`config.mk`:
```
export PLATFORM = sky130hd
export DESIGN_NAME = positioning_option_slippage_monitor
export DESIGN_NICKNAME = d
export VERILOG_FILES = /design/src/logic/posopt_pkg.sv /design/src/logic/error_history_mem.sv /design/src/logic/positioning_option_slippage_monitor.sv
export SDC_FILE = /design/constraint.sdc
export NUM_CORES = 1
export LEC_CHECK = 0
export ABC_CLOCK_PERIOD_IN_PS = 10600
export BUFFER_PORTS_ARGS = -buffer_cell sky130_fd_sc_hd__buf_2
export CORE_MARGIN = 3
export CORE_UTILIZATION = 45
export DETAILED_ROUTE_END_ITERATION = 10
export HOLD_SLACK_MARGIN = 0.1
export PLACE_DENSITY_LB_ADDON = 0.08
export SLEW_MARGIN = 10
export SYNTH_ARGS = -nofsm -noshare
export SYNTH_HDL_FRONTEND = slang
export SYNTH_HIERARCHICAL = 1
export SYNTH_SLANG_ARGS = --single-unit
export TNS_END_PERCENT = 20
```
`constraint.sdc`:
```
create_clock -name REF_CLK -period 10.6 [get_ports REF_CLK]
set_input_delay 3.18 -clock REF_CLK [delete_from_list [all_inputs] [get_ports REF_CLK]]
set_output_delay 3.18 -clock REF_CLK [all_outputs]
set_load 0.005 [all_outputs]
```
`src/logic/posopt_pkg.sv`:
```
// Constants, field layouts and carrier types for the positioning-option and slippage monitor.
// Assumes one 50 MHz control clock; the object port is a simple index/data strobe interface.
package posopt_pkg;
   localparam logic [15:0] IDX_OPTION    = 16'h60f2;
   localparam logic [15:0] IDX_FOLLOW    = 16'h60f4;
   localparam logic [15:0] IDX_SLIP_MAX  = 16'h60f8;
   localparam logic [15:0] IDX_EFFORT    = 16'h60fa;
   localparam logic [15:0] OPTION_RESET  = 16'h0001;
   localparam logic [31:0] SLIP_RESET    = 32'h00000190;
   localparam logic [31:0] SLIP_OFF      = 32'h7fffffff;
   localparam logic [1:0]  CODE_00       = 2'h0;
   localparam logic [1:0]  CODE_01       = 2'h1;
   localparam logic [1:0]  CODE_10       = 2'h2;
   localparam logic [1:0]  CODE_11       = 2'h3;
   localparam int          HIST_DEPTH    = 8;
   localparam int          HIST_AW       = 3;

   // Option word layout, most significant field first.
   typedef struct packed {
      logic       vendor_specific_top_bit;
      logic [2:0] reserved;
      logic [3:0] interpolation_flags;
      logic [1:0] rotary_direction_select;
      logic [1:0] setpoint_auto_release;
      logic [1:0] spare_option;
      logic [1:0] relative_move_reference;
   } option_word_t;

   // Motion measurements supplied by the drive core each cycle.
   typedef struct packed {
      logic [31:0] actual_position;
      logic [31:0] ramp_output;
      logic [31:0] actual_speed;
      logic [31:0] set_speed;
      logic [31:0] demand_increments;
   } motion_in_t;

   typedef enum logic [1:0] {
      MODE_OTHER,
      MODE_PROFILE_POSITION,
      MODE_PROFILE_VELOCITY
   } op_mode_t;

   typedef enum {
      HS_IDLE,
      HS_ACK,
      HS_RELEASED
   } handshake_t;
endpackage

```
`src/logic/error_history_mem.sv`:
```
// Small memory holding the error history; read data comes out of a register.
// Assumes writes and reads from the same clock domain.
`timescale 1ns/1ps
`default_nettype none
module error_history_mem
   import posopt_pkg::*;
#(
   parameter int DEPTH = HIST_DEPTH,
   parameter int AW    = HIST_AW,
   parameter int DW    = 16
) (
   // Clock and reset.
   input  wire logic          clk,
   input  wire logic          rst_n,
   // Write port.
   input  wire logic          wr_en,
   input  wire logic [AW-1:0] wr_addr,
   input  wire logic [DW-1:0] wr_data,
   // Read port.
   input  wire logic [AW-1:0] rd_addr,
   output var  logic [DW-1:0] rd_data
);
   logic [DW-1:0] mem [DEPTH];
   logic [DW-1:0] rd_data_d;

   // Registered read gives a one-cycle latency.
   always_comb begin
      rd_data_d = mem[rd_addr];
   end

   // Storage has no reset; the read register does.
   always_ff @(posedge clk) begin
      if (wr_en) begin
         mem[wr_addr] <= wr_data;
      end
      if (!rst_n) begin
         rd_data <= '0;
      end else begin
         rd_data <= rd_data_d;
      end
   end
endmodule
`default_nettype wire

```
`src/logic/positioning_option_slippage_monitor.sv`:
```
// Positioning options, setpoint handshake release, rotary direction and slippage supervision.
// Assumes the drive core supplies measurements on REF_CLK and the master uses the object port.
`timescale 1ns/1ps
`default_nettype none
module positioning_option_slippage_monitor
   import posopt_pkg::*;
#(
   parameter logic [31:0] MODULO     = 32'h00010000,
   parameter logic [31:0] RANGE_MIN  = 32'h00000000,
   parameter logic [31:0] RANGE_MAX  = 32'h0000ffff,
   parameter logic [31:0] SLIP_DELAY = 32'h00000064,
   parameter int          KP_SHIFT   = 2,
   parameter int          KI_SHIFT   = 8,
   parameter logic [15:0] SLIP_CODE  = 16'h8611
) (
   // Clock and reset.
   input  wire logic         REF_CLK,
   input  wire logic         RST_N,
   // Object access port.
   input  wire logic         OBJ_WR,
   input  wire logic [15:0]  OBJ_INDEX,
   input  wire logic [31:0]  OBJ_WDATA,
   output var  logic [31:0]  OBJ_RDATA,
   output var  logic         OBJ_RVALID,
   output var  logic         OBJ_UNMAPPED,
   // Control word bits and mode.
   input  wire op_mode_t     MODE,
   input  wire logic         NEW_SETPOINT_SET,
   input  wire logic         NEW_SETPOINT_CLR,
   input  wire logic         RELATIVE_MOVE,
   input  wire logic [31:0]  TARGET_POSITION,
   input  wire logic         TARGET_REACHED,
   input  wire logic         SLIP_REACTION_EN,
   input  wire motion_in_t   MOTION,
   // Error history read-back.
   input  wire logic [2:0]   HIST_RD_ADDR,
   output var  logic [15:0]  HIST_RD_DATA,
   // Status and outputs.
   output var  logic         NEW_SETPOINT,
   output var  logic         SETPOINT_ACK,
   output var  logic         SLIPPAGE,
   output var  logic [31:0]  POSITION_DEMAND,
   output var  logic         MOVE_NEGATIVE,
   output var  logic [31:0]  CORRECTION_SPEED,
   output var  logic [31:0]  DEMAND_INCREMENTS
);
   // Register state.
   option_word_t opt_q, opt_d;
   logic [31:0]  slip_max_q, slip_max_d;
   logic [31:0]  rdata_d;
   logic         rvalid_d, unmapped_d;
   logic [31:0]  prev_target_q, prev_target_d;
   logic [31:0]  demand_q, demand_d;
   logic         neg_q, neg_d;
   logic [31:0]  ferr_q, ferr_d;
   logic [31:0]  integ_q, integ_d;
   logic [31:0]  effort_q, effort_d;
   logic [31:0]  incr_q, incr_d;
   handshake_t   hs_q, hs_d;
   logic         nsp_q, nsp_d, ack_q, ack_d;
   logic [31:0]  slip_cnt_q, slip_cnt_d;
   logic         slip_q, slip_d;
   logic [2:0]   hist_ptr_q, hist_ptr_d;
   logic         hist_we;

   // Magnitude of a signed word; used for speed error and limit.
   // The most negative word maps onto itself and still compares above the largest
   // positive limit, so only the disable code or a limit of the most negative word can switch supervision off.
   function automatic logic [31:0] abs32(input logic [31:0] v);
      abs32 = v[31] ? (~v + 32'h00000001) : v;
   endfunction

   // Wrap a value into the range limits.
   // Only one modulo step is taken; a value more than one turn outside is not folded fully.
   function automatic logic [31:0] wrap_range(input logic [31:0] v);
      if ($signed(v) > $signed(RANGE_MAX)) begin
         wrap_range = v - MODULO;
      end else if ($signed(v) < $signed(RANGE_MIN)) begin
         wrap_range = v + MODULO;
      end else begin
         wrap_range = v;
      end
   endfunction

   // Object writes and reads; reserved option bits are stored but act on nothing.
   // Every cycle without a write counts as a read, so the answer register holds the
   // object presented last cycle, or zero after an unmapped index or an option or
   // slip-limit write; the master ignores it unless it asked.
   always_comb begin
      opt_d      = opt_q;
      slip_max_d = slip_max_q;
      rdata_d    = 32'h00000000;
      rvalid_d   = 1'b0;
      unmapped_d = 1'b0;
      if (OBJ_INDEX == IDX_OPTION) begin
         if (OBJ_WR) begin
            opt_d = option_word_t'(OBJ_WDATA[15:0]);
         end else begin
            rdata_d  = {16'h0000, opt_q};
            rvalid_d = 1'b1;
         end
      end else if (OBJ_INDEX == IDX_SLIP_MAX) begin
         if (OBJ_WR) begin
            slip_max_d = OBJ_WDATA;
         end else begin
            rdata_d  = slip_max_q;
            rvalid_d = 1'b1;
         end
      end else if (OBJ_INDEX == IDX_FOLLOW) begin
         rdata_d  = ferr_q;
         rvalid_d = !OBJ_WR;
      end else if (OBJ_INDEX == IDX_EFFORT) begin
         rdata_d  = effort_q;
         rvalid_d = !OBJ_WR;
      end else begin
         unmapped_d = 1'b1;
      end
   end

   // Target computation and rotary direction choice.
   // The previous target moves on every set strobe in profile position mode, taken by the
   // handshake or not, so code 00 keeps chaining relative moves across mode changes.
   always_comb begin
      logic [31:0] base;
      logic [31:0] tgt;
      logic [31:0] diff;
      base          = 32'h00000000;
      tgt           = TARGET_POSITION;
      diff          = 32'h00000000;
      prev_target_d = prev_target_q;
      demand_d      = demand_q;
      neg_d         = neg_q;
      if (NEW_SETPOINT_SET && MODE == MODE_PROFILE_POSITION) begin
         if (RELATIVE_MOVE) begin
            case (opt_q.relative_move_reference)
               CODE_00: base = prev_target_q;
               CODE_01: base = MOTION.ramp_output;
               CODE_10: base = MOTION.actual_position;
               default: base = prev_target_q;
            endcase
            tgt = base + TARGET_POSITION;
         end
         prev_target_d = tgt;
         diff = tgt - MOTION.actual_position;
         case (opt_q.rotary_direction_select)
            CODE_00: begin
               demand_d = wrap_range(tgt);
               neg_d    = diff[31];
            end
            CODE_01: begin
               demand_d = wrap_range(tgt);
               neg_d    = 1'b1;
            end
            CODE_10: begin
               demand_d = wrap_range(tgt);
               neg_d    = 1'b0;
            end
            default: begin
               demand_d = wrap_range(tgt);
               neg_d    = !($signed(wrap_range(diff + MODULO)) < $signed(MODULO >> 1));
            end
         endcase
      end
   end

   // Position loop: following error and PI correction speed.
   // Both terms are kept signed; an unsigned sum would turn a negative error into
   // a huge positive integral step. The integral is not clamped and wraps if an
   // error stands for very long.
   always_comb begin
      ferr_d   = demand_q - MOTION.actual_position;
      integ_d  = 32'($signed(integ_q) + ($signed(ferr_q) >>> KI_SHIFT));
      effort_d = 32'(($signed(ferr_q) <<< KP_SHIFT) + $signed(integ_q));
      incr_d   = MOTION.demand_increments;
   end

   // New-setpoint handshake with optional automatic release.
   // Reserved code 11 never releases. A set request that arrives while a release
   // is still being reported is not taken, so the master must wait for the acknowledge to drop.
   always_comb begin
      hs_d  = hs_q;
      nsp_d = nsp_q;
      ack_d = ack_q;
      case (hs_q)
         HS_IDLE: begin
            if (NEW_SETPOINT_SET) begin
               nsp_d = 1'b1;
               ack_d = 1'b1;
               hs_d  = HS_ACK;
            end
         end
         HS_ACK: begin
            if (opt_q.setpoint_auto_release == CODE_10) begin
               nsp_d = 1'b0;
               hs_d  = HS_RELEASED;
            end else if (opt_q.setpoint_auto_release == CODE_01 && TARGET_REACHED) begin
               nsp_d = 1'b0;
               hs_d  = HS_RELEASED;
            end else if (opt_q.setpoint_auto_release == CODE_00 && NEW_SETPOINT_CLR) begin
               nsp_d = 1'b0;
               ack_d = 1'b0;
               hs_d  = HS_IDLE;
            end
         end
         default: begin
            ack_d = 1'b0;
            hs_d  = HS_IDLE;
         end
      endcase
   end

   // Slippage supervision; only a sustained excess raises the bit.
   // The counter stops one past the delay, so a long excess cannot wrap it
   // and drop the bit by mistake.
   always_comb begin
      logic excess;
      excess     = abs32(MOTION.actual_speed - MOTION.set_speed) > abs32(slip_max_q);
      slip_cnt_d = 32'h00000000;
      slip_d     = 1'b0;
      hist_ptr_d = hist_ptr_q;
      if (MODE == MODE_PROFILE_VELOCITY && slip_max_q != SLIP_OFF && excess) begin
         slip_cnt_d = (slip_cnt_q > SLIP_DELAY) ? slip_cnt_q : slip_cnt_q + 32'h00000001;
         slip_d     = slip_cnt_q > SLIP_DELAY;
      end
      hist_we = slip_d && !slip_q && SLIP_REACTION_EN;
      if (hist_we) begin
         hist_ptr_d = hist_ptr_q + 3'h1;
      end
   end

   // History entries carry a fixed code; the write pointer simply wraps round.
   error_history_mem #(
      .DEPTH (HIST_DEPTH),
      .AW    (HIST_AW),
      .DW    (16)
   ) u_hist (
      .clk     (REF_CLK),
      .rst_n   (RST_N),
      .wr_en   (hist_we),
      .wr_addr (hist_ptr_q),
      .wr_data (SLIP_CODE),
      .rd_addr (HIST_RD_ADDR),
      .rd_data (HIST_RD_DATA)
   );

   // All state registers; synchronous reset.
   // A reset pulse shorter than one clock period is not seen.
   always_ff @(posedge REF_CLK) begin
      if (!RST_N) begin
         opt_q         <= option_word_t'(OPTION_RESET);
         slip_max_q    <= SLIP_RESET;
         OBJ_RDATA     <= 32'h00000000;
         OBJ_RVALID    <= 1'b0;
         OBJ_UNMAPPED  <= 1'b0;
         prev_target_q <= 32'h00000000;
         demand_q      <= 32'h00000000;
         neg_q         <= 1'b0;
         ferr_q        <= 32'h00000000;
         integ_q       <= 32'h00000000;
         effort_q      <= 32'h00000000;
         incr_q        <= 32'h00000000;
         hs_q          <= HS_IDLE;
         nsp_q         <= 1'b0;
         ack_q         <= 1'b0;
         slip_cnt_q    <= 32'h00000000;
         slip_q        <= 1'b0;
         hist_ptr_q    <= 3'h0;
      end else begin
         opt_q         <= opt_d;
         slip_max_q    <= slip_max_d;
         OBJ_RDATA     <= rdata_d;
         OBJ_RVALID    <= rvalid_d;
         OBJ_UNMAPPED  <= unmapped_d;
         prev_target_q <= prev_target_d;
         demand_q      <= demand_d;
         neg_q         <= neg_d;
         ferr_q        <= ferr_d;
         integ_q       <= integ_d;
         effort_q      <= effort_d;
         incr_q        <= incr_d;
         hs_q          <= hs_d;
         nsp_q         <= nsp_d;
         ack_q         <= ack_d;
         slip_cnt_q    <= slip_cnt_d;
         slip_q        <= slip_d;
         hist_ptr_q    <= hist_ptr_d;
      end
   end

   // Outputs straight from flip-flops.
   // No logic sits between a register and its pin, so every output is glitch free.
   always_comb begin
      NEW_SETPOINT      = nsp_q;
      SETPOINT_ACK      = ack_q;
      SLIPPAGE          = slip_q;
      POSITION_DEMAND   = demand_q;
      MOVE_NEGATIVE     = neg_q;
      CORRECTION_SPEED  = effort_q;
      DEMAND_INCREMENTS = incr_q;
   end
endmodule
`default_nettype wire

```
=== After elaboration in Yosys (flattened, before gate mapping) ===
Index checks and enable logic that the tools add are counted.

* Register bits after elaboration: 358
* Output and inout bits: 150

* Add/sub/neg operators: 14
* Order comparisons: 7
* Eq/ne operators: 19
* Muxes and demuxes: 40
* Bitwise gates (word level): 4
* Reductions and logical operators: 19

{| class="wikitable"
|+ Operators by type and width
! operator !! count
|-
| $mux 32 || 21
|-
| $pmux 32 s2 || 2
|-
| $add 32x1->32 const B || 3
|-
| $add 32x17->32 const B || 3
|-
| $sub 32x32->32 || 3
|-
| $add 32x32->32 || 2
|-
| $eq 16x15->1 const B || 4
|-
| $gt 32x17->1 const B || 2
|-
| $lt 32x1->1 const B || 2
|-
| $not 32->32 || 2
|-
| $sub 32x17->32 const B || 2
|-
| $add 32x24->32 || 1
|-
| $eq 32x1->1 const B || 1
|-
| $gt 32x32->1 || 1
|-
| $gt 32x7->1 const B || 1
|-
| $logic_not 32->1 || 1
|-
| $lt 32x17->1 const B || 1
|-
| $ne 32x31->1 const B || 1
|-
| $mux 16 || 1
|-
| $mux 1 || 13
|-
| $eq 2x1->1 const B || 4
|-
| $eq 2x2->1 const B || 4
|-
| $ne 2x2->1 const B || 4
|-
| $reduce_and 2->1 || 3
|-
| 12 further kinds || 21
|}

=== Longest topological paths before layout ===
Gate-level depths: netlist of the first run.

* Word-level depth: 17
* Mapped depth: 39

=== Hierarchy ===
The synthesis of the first run kept the hierarchy.

{| class="wikitable"
|+ By module, submodules not included
! module !! times used !! cells an instance !! area each (um^2) !! seq. area each (um^2)
|-
| positioning_option_slippage_monitor || 1 || 2928 || 22825.6 || 5985.7
|-
| error_history_mem || 1 || 254 || 5306.3 || 4164.0
|}

=== Worst setup path after synthesis of the first run ===
No wires, ideal clock.

* Kind: input port to flip-flop
* Start point: in MOTION[64] (netlist name)
* End point: reg u_hist/mem[4][0] (netlist name)
* Setup time: 0.409 ns
* Arrival: 10.108 ns
* Required time: 10.191 ns
* Setup slack: 0.082 ns
* Stages on the path: 31
* Path buffers: 0
* Cell sequence: inv_1 ha_1 inv_1 fa_1 a21o_1 a21oi_1 o21bai_1 a21oi_1 o211ai_1 a221oi_1 o21ai_0 o21a_1 xnor2_1 a2bb2oi_1 a211oi_1 nand3b_1 nor4_1 a21oi_1 xnor2_1 ha_1 o21ai_0 nand2b_1 a21oi_1 nor2b_1 o21ai_0 nand2b_1 a21oi_1 a21oi_1 nor4bb_1 nand2_1 nor3_1

{| class="wikitable"
|+ RTL lines
! element !! line !! text
|-
| start: declaration || positioning_option_slippage_monitor.sv:34 || <nowiki>input wire motion_in_t MOTION,</nowiki>
|}

=== Worst setup path after layout of the first run ===
* Start point: in MOTION[128] (netlist name)
* End point: reg neg_q (netlist: MOVE_NEGATIVE)

* Cells in the longest elaborated chain, start to end: 16

{| class="wikitable"
|+ Ends and longest elaborated chain
! element !! line !! text
|-
| $pmux 32 s2 || positioning_option_slippage_monitor.sv:135 || <nowiki>case (opt_q.relative_move_reference)</nowiki>
|-
| $mux 32 || positioning_option_slippage_monitor.sv:134 || <nowiki>if (RELATIVE_MOVE) begin</nowiki>
|-
| $mux 32 || positioning_option_slippage_monitor.sv:133 || <nowiki>if (NEW_SETPOINT_SET && MODE == MODE_PROFILE_POSITION) begin</nowiki>
|-
| $add 32x32->32 || positioning_option_slippage_monitor.sv:141 || <nowiki>tgt = base + TARGET_POSITION;</nowiki>
|-
| $mux 32 || positioning_option_slippage_monitor.sv:134 ||
|-
| $mux 32 || positioning_option_slippage_monitor.sv:133 ||
|-
| $sub 32x32->32 (*) || positioning_option_slippage_monitor.sv:144 || <nowiki>diff = tgt - MOTION.actual_position;</nowiki>
|-
| $add 32x17->32 || positioning_option_slippage_monitor.sv:160 || <nowiki>neg_d = !($signed(wrap_range(diff + MODULO)) < $signed(MODULO >> 1));</nowiki>
|-
| $add 32x17->32 or $lt 32x1->1 (tied branches) || positioning_option_slippage_monitor.sv:79, positioning_option_slippage_monitor.sv:78 ||
|-
| $mux 32 || positioning_option_slippage_monitor.sv:78 || <nowiki>end else if ($signed(v) < $signed(RANGE_MIN)) begin</nowiki>
|-
| $mux 32 || positioning_option_slippage_monitor.sv:76 || <nowiki>if ($signed(v) > $signed(RANGE_MAX)) begin</nowiki>
|-
| $mux 32 || positioning_option_slippage_monitor.sv:145 || <nowiki>case (opt_q.rotary_direction_select)</nowiki>
|-
| $mux 32 || positioning_option_slippage_monitor.sv:133 ||
|-
| $lt 32x17->1 || positioning_option_slippage_monitor.sv:160 ||
|-
| $logic_not 1->1 || positioning_option_slippage_monitor.sv:160 ||
|-
| $pmux 1 s3 (*) || positioning_option_slippage_monitor.sv:145 ||
|-
| end signal: assignment || positioning_option_slippage_monitor.sv:276 || <nowiki>neg_q <= neg_d;</nowiki>
|-
| end: declaration || positioning_option_slippage_monitor.sv:54 || <nowiki>logic neg_q, neg_d;</nowiki>
|}

Every way passes the cells marked *; elsewhere a longest branch is shown, timed or not. The select of a mux whose other input is x is not followed.
A chain may end at the register's enable or synchronous reset.

==> results of run 1 <==
## layer usage
layer / vias up / GRT usage (%) / routed length [um]
li1: 12600 / - / -
met1: 11910 / 33.98 / 38150
met2: 715 / 43.03 / 40090
met3: 114 / 3.196 / 4267
met4: 2 / 6.636 / 1984
met5: - / 0 / 7
## stage by stage
step / cells / setup TNS, ns / area, um^2 / utilization (%) / total power (W)
6_report: 4632 / 0 / 33850 / 54.74 / 0.005456
2_1_floorplan: 3308 / 0 / 28600 / - / 0.003139
3_5_place_dp: 4538 / -0.09072 / 32130 / 51.97 / 0.003713
3_3_place_gp: 4538 / 0 / 32130 / 51.97 / 0.003681
4_1_cts: 4631 / 0 / 33820 / 54.70 / 0.005496
5_1_grt: 4631 / 0 / 33840 / 54.74 / 0.005797
## worst register-to-register path, delay by kind of cell (launching register included)
family | cells | cell delay (ns)
adders and majority gates | 5 | 1.66
AOI/OAI and AO/OA | 16 | 3.88
and+or+nand+nor | 8 | 1.69
muxes | 1 | 0.29
buffers and inverters | 2 | 0.22
xor gates and xnor gates | 2 | 0.34
DFF | 1 | 0.38
## cell type report
| type | instances | area, um^2 |
|---|---|---|
| timing repair buffer | 537 | 3078 |
| multi-input combinational | 2556 | 17260 |
| sequential | 443 | 10150 |
| antenna | 1 | 2.502 |
| tap | 837 | 1047 |
| clock inverter | 19 | 306.5 |
| fill | 5666 | 27980 |
| clock buffer | 74 | 1381 |
| inverter | 165 | 624.3 |
## flip-flops by register name (all words and copies together) (netlist names), 32 cells and up
register           cells
CORRECTION_SPEED      32
DEMAND_INCREMENTS     32
OBJ_RDATA             32
ferr_q                32
integ_q               32
prev_target_q         32
slip_cnt_q            32
slip_max_q            32
u_hist/mem           128
## power by group
part           switching [W]  internal [W]  leakage [nW]
sequential         0.0000820       0.00184          3.73
clock               0.000722       0.00104         0.817
combinational       0.000991      0.000783          10.4
## cell usage in the layout, fill, tap and decap left out, types with 132 or more instances in the layout
master,instances
ha_1,229
dfxtp_1,315
nand2_1,298
o21ai_0,169
inv_1,163
buf_4,132
a21oi_1,212
buf_2,401
nor2_1,258
## cells by family (layout without fill, tap and decap cells)
kind of cell | count (synthesis) | count (layout) | synth area share, %
adder cells (fa/ha/maj) | 236 | 236 | 10.66
XOR/XNOR | 222 | 222 | 7.081
multiplexers | 71 | 71 | 3.327
AND/OR/NAND/NOR | 1091 | 1091 | 18.99
other | 2 | 129 | 0.02670
AO/OA/AOI/OAI | 808 | 808 | 19.35
flip-flops | 443 | 443 | 36.08
buffers and inverters | 309 | 795 | 4.492
## worst paths after layout
check / startpoint / end / cells after the start
worst max-delay path: MOTION[128] / MOVE_NEGATIVE / 33
worst min-delay path: opt_q[11] / opt_q[11] / 2
worst max register to register: opt_q[0] / MOVE_NEGATIVE / 34
worst min register to register: opt_q[11] / opt_q[11] / 2
==> impl_metrics.env, run 1 <==
export IMPL_grt_pass1_vias=25150
export IMPL_root_buffer="clkbuf_16"
export IMPL_std_cell_rows=91
export IMPL_yosysSeqAreaShare_pct=36.08
export IMPL_cap_violations=0
export IMPL_criticalPathCategory="primary input to flop"
export IMPL_num_vias=25340
export IMPL_cts_setup_buffers=0
export IMPL_path_buf_inv=2
export IMPL_hold_worst_slack_ns=0.4616
export IMPL_fin_skew_ns=0.04479
export IMPL_hp_class="flop to flop"
export IMPL_status="completed"
export IMPL_antenna_found_initial=2
export IMPL_fin_nets=4242
export IMPL_overflow=0
export IMPL_critPathTopFamily="compound AO/OA/AOI/OAI gates"
export IMPL_regToRegSetupSlack_ns=2.08
export IMPL_hold_buffers=0
export IMPL_drive_gt1_share_pct=18.56
export IMPL_dp_hpwl_mm=66.56
export IMPL_avgViaCountPerCell=5.470
export IMPL_hold_violations=0
export IMPL_core_um2=61830
export IMPL_max_slew_margin_pct=10.80
export IMPL_netlist_area_um2=28130
export IMPL_worstPathArrival_ns=10.43
export IMPL_grt_max_degree=94
export IMPL_track_usage_pct=25.27
export IMPL_grt_first_pass_wirelength_mm=135.7
export IMPL_gp_congestion=0.9031
export IMPL_tritoncts="yes"
export IMPL_fin_ws_ns=0.6748
export IMPL_worst_pin_slew_ns=1.333
export IMPL_dp_slack_ns=-0.09072
export IMPL_yosysTopAreaCell="dfxtp_1"
export IMPL_clk_pin_slew_ns=0.06
export IMPL_cp_slowest_cell="or4b_4"
export IMPL_top_level_ports=403
export IMPL_power_leakage_nw=14.92
export IMPL_synthFlopType="dfxtp_1"
export IMPL_die_area_um2=65550
export IMPL_cts_resized=0
export IMPL_synth_warnings=6
export IMPL_setup_viol=0
export IMPL_max_stage_delay_ns=0.50
export IMPL_end_kind="flop"
export IMPL_drtIter0Drc=1819
export IMPL_fp_dieW_um=256.0
export IMPL_synth_common_cells="dfxtp_1, nand2_1, nor2_1, ha_1, a21oi_1"
export IMPL_htree_num_levels=2
export IMPL_port_buffers=402
export IMPL_wl_per_cell_um=18.24
export IMPL_critPathMaxFanout=6
export IMPL_rsz0062_at_grt="false"
export IMPL_cts_buffers=50
export IMPL_synth_top_area_share_pct=22.42
export IMPL_ant_nets=0
export IMPL_p_per_area_nw_per_um2=161.2
export IMPL_fin_crit_sh_pct=93.63
export IMPL_cts_buffer_depth=3
export IMPL_synth_seq_cells=443
export IMPL_syn_area_per_cell_um2=8.841
export IMPL_peakVddDrop_v=0.0001164
export IMPL_first_pass_iters=8
export IMPL_async_reset_ff_share_pct=0
export IMPL_min_period_ns=9.925
export IMPL_synthMostInstantiatedCell="dfxtp_1"
export IMPL_slew_viol_final=0
export IMPL_crit_required_ns=11.10
export IMPL_drc=0
export IMPL_ys_types=106
export IMPL_areaGrowthSynthToFinish_pct=20.31
export IMPL_synth_area_leaders="dfxtp_1, edfxtp_1, ha_1, nand2_1, xnor2_1"
export IMPL_netlist_instances=3182
export IMPL_cp_start_kind="primary input"
export IMPL_fp_dieH_um=256.0
export IMPL_wl_mm=84.50
export IMPL_synth_edf_count=128
export IMPL_cts_sinks=443
export IMPL_fmax_mhz=100.8
export IMPL_start_util_pct=45.50
export IMPL_worstSkewPairLatency_ns=0.62
Power figures use the tool's default switching activity.
==> run 2, diff against run 1 <==
- ABC_CLOCK_PERIOD_IN_PS: 10600 -> 10300
- clock period: 10.6 -> 10.3 ns (I/O delays scaled with it)
==> impl_metrics.env, run 2 (synthesis results as in run 1) <==
export IMPL_clk_pin_slew_ns=0.06
export IMPL_core_um2=61830
export IMPL_wl_per_cell_um=18.16
export IMPL_tritoncts="yes"
export IMPL_first_pass_iters=8
export IMPL_fin_skew_ns=0.04397
export IMPL_grt_pass1_vias=25530
export IMPL_criticalPathCategory="primary input to flop"
export IMPL_die_area_um2=65550
export IMPL_dp_slack_ns=-0.2543
export IMPL_rsz0062_at_grt="false"
export IMPL_critPathTopFamily="compound AO/OA/AOI/OAI gates"
export IMPL_fin_ws_ns=0.5469
export IMPL_status="completed"
export IMPL_antenna_found_initial=1
export IMPL_cts_sinks=443
export IMPL_port_buffers=402
export IMPL_overflow=0
export IMPL_areaGrowthSynthToFinish_pct=21.51
export IMPL_p_per_area_nw_per_um2=166.7
export IMPL_fin_crit_sh_pct=94.69
export IMPL_grt_first_pass_wirelength_mm=134.3
export IMPL_hold_violations=0
export IMPL_fp_dieH_um=256.0
export IMPL_cts_buffers=49
export IMPL_htree_num_levels=2
export IMPL_max_slew_margin_pct=21.94
export IMPL_crit_path_frequent_cell="nor3_1"
export IMPL_fp_dieW_um=256.0
export IMPL_grt_max_degree=108
export IMPL_fmax_mhz=102.5
export IMPL_cp_slowest_cell="or4_1"
export IMPL_gp_congestion=0.9199
export IMPL_min_period_ns=9.753
export IMPL_slew_viol_final=0
export IMPL_power_leakage_nw=15.12
export IMPL_final_setup_tns_ns=0
export IMPL_cp_start_kind="primary input"
export IMPL_cap_violations=0
export IMPL_drtIter0Drc=1769
export IMPL_drive_gt1_share_pct=19.59
export IMPL_end_kind="flop"
export IMPL_max_stage_delay_ns=0.46
export IMPL_final_common_cell="buf_2"
export IMPL_dp_hpwl_mm=66.37
export IMPL_num_vias=25560
export IMPL_hold_worst_slack_ns=0.4628
export IMPL_final_cell_mix="buf_2, dfxtp_1, nand2_1, nor2_1, ha_1"
export IMPL_start_util_pct=45.50
export IMPL_cts_buffer_depth=3
export IMPL_worstSkewPairLatency_ns=0.62
export IMPL_diodes=0
export IMPL_std_cell_rows=91
export IMPL_critPathMaxFanout=7
export IMPL_worstPathArrival_ns=10.24
export IMPL_root_buffer="clkbuf_16"
export IMPL_top_level_ports=403
export IMPL_wl_mm=84.75
export IMPL_crit_required_ns=10.78
export IMPL_track_usage_pct=25.09
export IMPL_ant_nets=0
export IMPL_worst_pin_slew_ns=1.168
export IMPL_setup_viol=0
export IMPL_path_buf_inv=5
export IMPL_largest_register="u_hist/mem"
export IMPL_avgViaCountPerCell=5.477
export IMPL_drc=0
export IMPL_fin_nets=4280
export IMPL_hp_class="flop to flop"
export IMPL_peakVddDrop_v=0.0001287
export IMPL_hold_buffers=0
export IMPL_largest_reg_flops=128
run 2: changes by cell type in the layout (fill, tap and decap cells not counted), sizes merged:
cell / previous run / this run
buf: 537 / 576
bufinv: 5 / 7
clkbuf: 74 / 56
clkinv: 14 / 21
clkinvlp: 0 / 5
diode: 1 / 0
run 2: what timing repair did:
| action | CTS | global route |
|---|---|---|
| resized for setup | 0 | 5 |
| endpoints found under the setup margin | 0 | 1 |
| buffers inserted | 0 | 1 |
run 2: metrics by stage:
step / total power, W / instances / instance area, um^2 / util (%)
after global placement: 0.003836 / 4576 / 32440 / 52.47
final: 0.005699 / 4666 / 34180 / 55.29
after floorplan: 0.003231 / 3308 / 28610 / -
after global routing: 0.006047 / 4666 / 34180 / 55.29
after CTS: 0.005734 / 4665 / 34150 / 55.23
after detailed placement: 0.003875 / 4576 / 32440 / 52.47
run 2: worst reg2reg max path: cells and delay by family (launching register included):
| family | cells | cell delay [ns] |
|---|---|---|
| XOR/XNOR | 1 | 0.07 |
| buffers and inverters | 5 | 0.70 |
| adder cells (fa/ha/maj) | 4 | 1.62 |
| AND/OR/NAND/NOR | 10 | 2.48 |
| AO/OA/AOI/OAI | 14 | 3.17 |
| flip-flops | 1 | 0.37 |
run 2: final cells by class:
| class | instances | area (um^2) |
|---|---|---|
| flip-flops and latches | 443 | 10150 |
| inverters | 165 | 624.3 |
| clock inverters | 33 | 411.6 |
| clock buffers | 56 | 1292 |
| multi-input cells | 2556 | 17260 |
| fillers | 5747 | 27640 |
| well taps | 837 | 1047 |
| repair buffers | 576 | 3396 |
run 2: power breakdown:
| part | total [W] | switching (W) | internal (W) |
|---|---|---|---|
| registers | 0.00198 | 0.0000837 | 0.00190 |
| clock network | 0.00184 | 0.000755 | 0.00108 |
| logic | 0.00188 | 0.00103 | 0.000849 |
run 2: path summary, 6_finish.rpt:
path,from,end,slack (ns),depth (start not counted)
min reg2reg,opt_q[12],opt_q[12],0.46,2
max reg2reg,opt_q[0],MOVE_NEGATIVE,1.77,34
min,opt_q[12],opt_q[12],0.46,2
max,MOTION[128],MOVE_NEGATIVE,0.55,33
run 2: per-layer routing:
layer | GRT usage, % | share of wire, % | up-vias | wire length [um]
met5 | 0 | 0 | - | 0
met4 | 9.138 | 3.7 | 0 | 3116
met3 | 3.819 | 5.7 | 153 | 4827
met2 | 41.98 | 46 | 740 | 39160
met1 | 32.94 | 44 | 11990 | 37650
li1 | - | - | 12670 | -
==> run 3, diff against run 2 <==
- CORE_ASPECT_RATIO: default -> 0.6
==> impl_metrics.env, run 3 (synthesis results as in run 1) <==
export IMPL_critPathMaxFanout=4
export IMPL_status="completed"
export IMPL_slew_viol_final=0
export IMPL_r2r_cells=37
export IMPL_areaGrowthSynthToFinish_pct=20.93
export IMPL_worstSkewPairLatency_ns=0.60
export IMPL_seqCellArea_um2=10150
export IMPL_fin_skew_ns=0.03696
export IMPL_avgViaCountPerCell=5.538
export IMPL_rsz0062_at_grt="false"
export IMPL_criticalPathCategory="primary input to flop"
export IMPL_critPathTopFamily="compound AO/OA/AOI/OAI gates"
export IMPL_largest_reg_flops=128
export IMPL_fin_crit_sh_pct=95.87
export IMPL_antenna_found_initial=2
export IMPL_wl_per_cell_um=18.81
export IMPL_cap_violations=0
export IMPL_first_pass_iters=8
export IMPL_std_cell_rows=70
export IMPL_top_level_ports=403
export IMPL_start_util_pct=45.82
export IMPL_worstPathArrival_ns=10.35
export IMPL_setup_viol=0
export IMPL_hold_start="opt_q[8]"
export IMPL_track_usage_pct=25.72
export IMPL_regToRegSetupSlack_ns=1.99
export IMPL_final_cell_mix="buf_2, dfxtp_1, nand2_1, nor2_1, ha_1"
export IMPL_core_um2=61400
export IMPL_nFillCells=5649
export IMPL_drc=0
export IMPL_r2r_end="MOVE_NEGATIVE"
export IMPL_worst_pin_slew_ns=1.172
export IMPL_dp_hpwl_mm=68.35
export IMPL_final_common_cell="buf_2"
export IMPL_multi_input_area_um2=17330
export IMPL_dp_slack_ns=-0.2783
export IMPL_crit_required_ns=10.78
export IMPL_fin_nets=4286
export IMPL_fp_dieH_um=199.7
export IMPL_root_buffer="clkbuf_16"
export IMPL_overflow=0
export IMPL_wl_mm=87.60
export IMPL_tritoncts="yes"
export IMPL_fmax_mhz=101.3
export IMPL_fin_ws_ns=0.4252
export IMPL_hp_class="flop to flop"
export IMPL_power_leakage_nw=15.08
export IMPL_port_buffers=402
export IMPL_ant_nets=0
export IMPL_drive_gt1_share_pct=19.85
export IMPL_cp_slowest_cell="or4b_4"
export IMPL_peakVddDrop_v=0.0001329
export IMPL_die_area_um2=65650
export IMPL_grt_max_degree=89
export IMPL_p_per_area_nw_per_um2=164.3
export IMPL_fp_dieW_um=328.8
export IMPL_cts_sinks=443
export IMPL_end_kind="flop"
export IMPL_fin_cells=4657
export IMPL_diodes=0
export IMPL_worstHoldEndpoint="opt_q[8]"
export IMPL_max_slew_margin_pct=21.86
export IMPL_cts_buffer_depth=3
export IMPL_gp_congestion=0.9123
export IMPL_path_buf_inv=5
export IMPL_grt_pass1_vias=24590
export IMPL_hold_violations=0
export IMPL_worstHoldPathCells=2
export IMPL_grt_first_pass_wirelength_mm=135.8
export IMPL_cts_buffers=43
export IMPL_largest_register="u_hist/mem"
export IMPL_min_period_ns=9.875
export IMPL_dpl_cell_count=4579
export IMPL_cp_start_kind="primary input"
export IMPL_max_stage_delay_ns=0.50
export IMPL_htree_num_levels=2
export IMPL_worst_r2r_startpoint="opt_q[1]"
export IMPL_clk_pin_slew_ns=0.06
export IMPL_num_vias=25790
export IMPL_drtIter0Drc=2103
-- run 3: cell types whose count changed in the layout (fill, tap and decap cells not counted), sizes merged --
cell / delta
clkinvlp: -3
bufinv: -3
inv: +3
clkinv: -9
buf: +12
-- run 3: routing by layer --
| metal | routed length (um) | track usage, % |
|---|---|---|
| met1 | 43220 | 38.38 |
| met2 | 37090 | 39.31 |
| met3 | 5972 | 4.016 |
| met4 | 1323 | 5.034 |
| met5 | 0 | 0 |
-- run 3: power breakdown --
part	switching, W	internal (W)	leakage, nW
clock	0.000721	0.000926	0.713
sequential	0.0000985	0.00189	3.73
combinational	0.00107	0.000875	10.6
total	0.00189	0.00370	15.1
-- run 3: worst min-delay path: stages, from the launching register on --
cell	delay, ns
dfxtp_1	0.31
nand2_1	0.05
a21oi_1	0.05
-- run 3: worst max path at each step --
| stage | from | endpoint | slack, ns | depth (start not counted) |
|---|---|---|---|---|
| after floorplan | MOTION[64] | u_hist/mem[0][0] | -0.12 | 31 |
| after global placement | MOTION[128] | MOVE_NEGATIVE | -0.14 | 33 |
| after detailed placement | MOTION[128] | MOVE_NEGATIVE | -0.28 | 33 |
| after CTS | MOTION[128] | MOVE_NEGATIVE | 0.27 | 33 |
| after global routing | MOTION[128] | MOVE_NEGATIVE | 0.01 | 36 |
| final | MOTION[128] | MOVE_NEGATIVE | 0.43 | 35 |
-- run 3: per-stage QoR --
step / TNS, ns / utilization [%] / power [W] / area, um^2 / hold slack, ns
floorplan: -1.988 / - / 0.003231 / 28610 / 0.4249
global placement: -0.1440 / 52.84 / 0.003887 / 32440 / 0.4408
detailed placement: -0.2783 / 52.84 / 0.003925 / 32440 / 0.4544
CTS: 0 / 55.22 / 0.005587 / 33900 / 0.4629
global route: 0 / 55.41 / 0.005916 / 34020 / 0.4812
finish: 0 / 55.41 / 0.005590 / 34020 / 0.4599
-- run 3: final cells by class --
| cell class | instances | share of cell area, % |
|---|---|---|
| clock inverters | 21 | 0.7944 |
| inverters | 165 | 1.835 |
| multi-input cells | 2556 | 50.95 |
| repair buffers | 588 | 10.06 |
| flip-flops and latches | 443 | 29.83 |
| well taps | 828 | 3.045 |
| clock buffers | 56 | 3.483 |
-- run 3: timing repair --
action | 4_1_cts | 5_1_grt
endpoints found under the setup margin | 0 | 1
resized for setup | 0 | 18
hold endpoints to repair | 0 | 0
buffers inserted | 0 | 1
hold buffers | 0 | 0
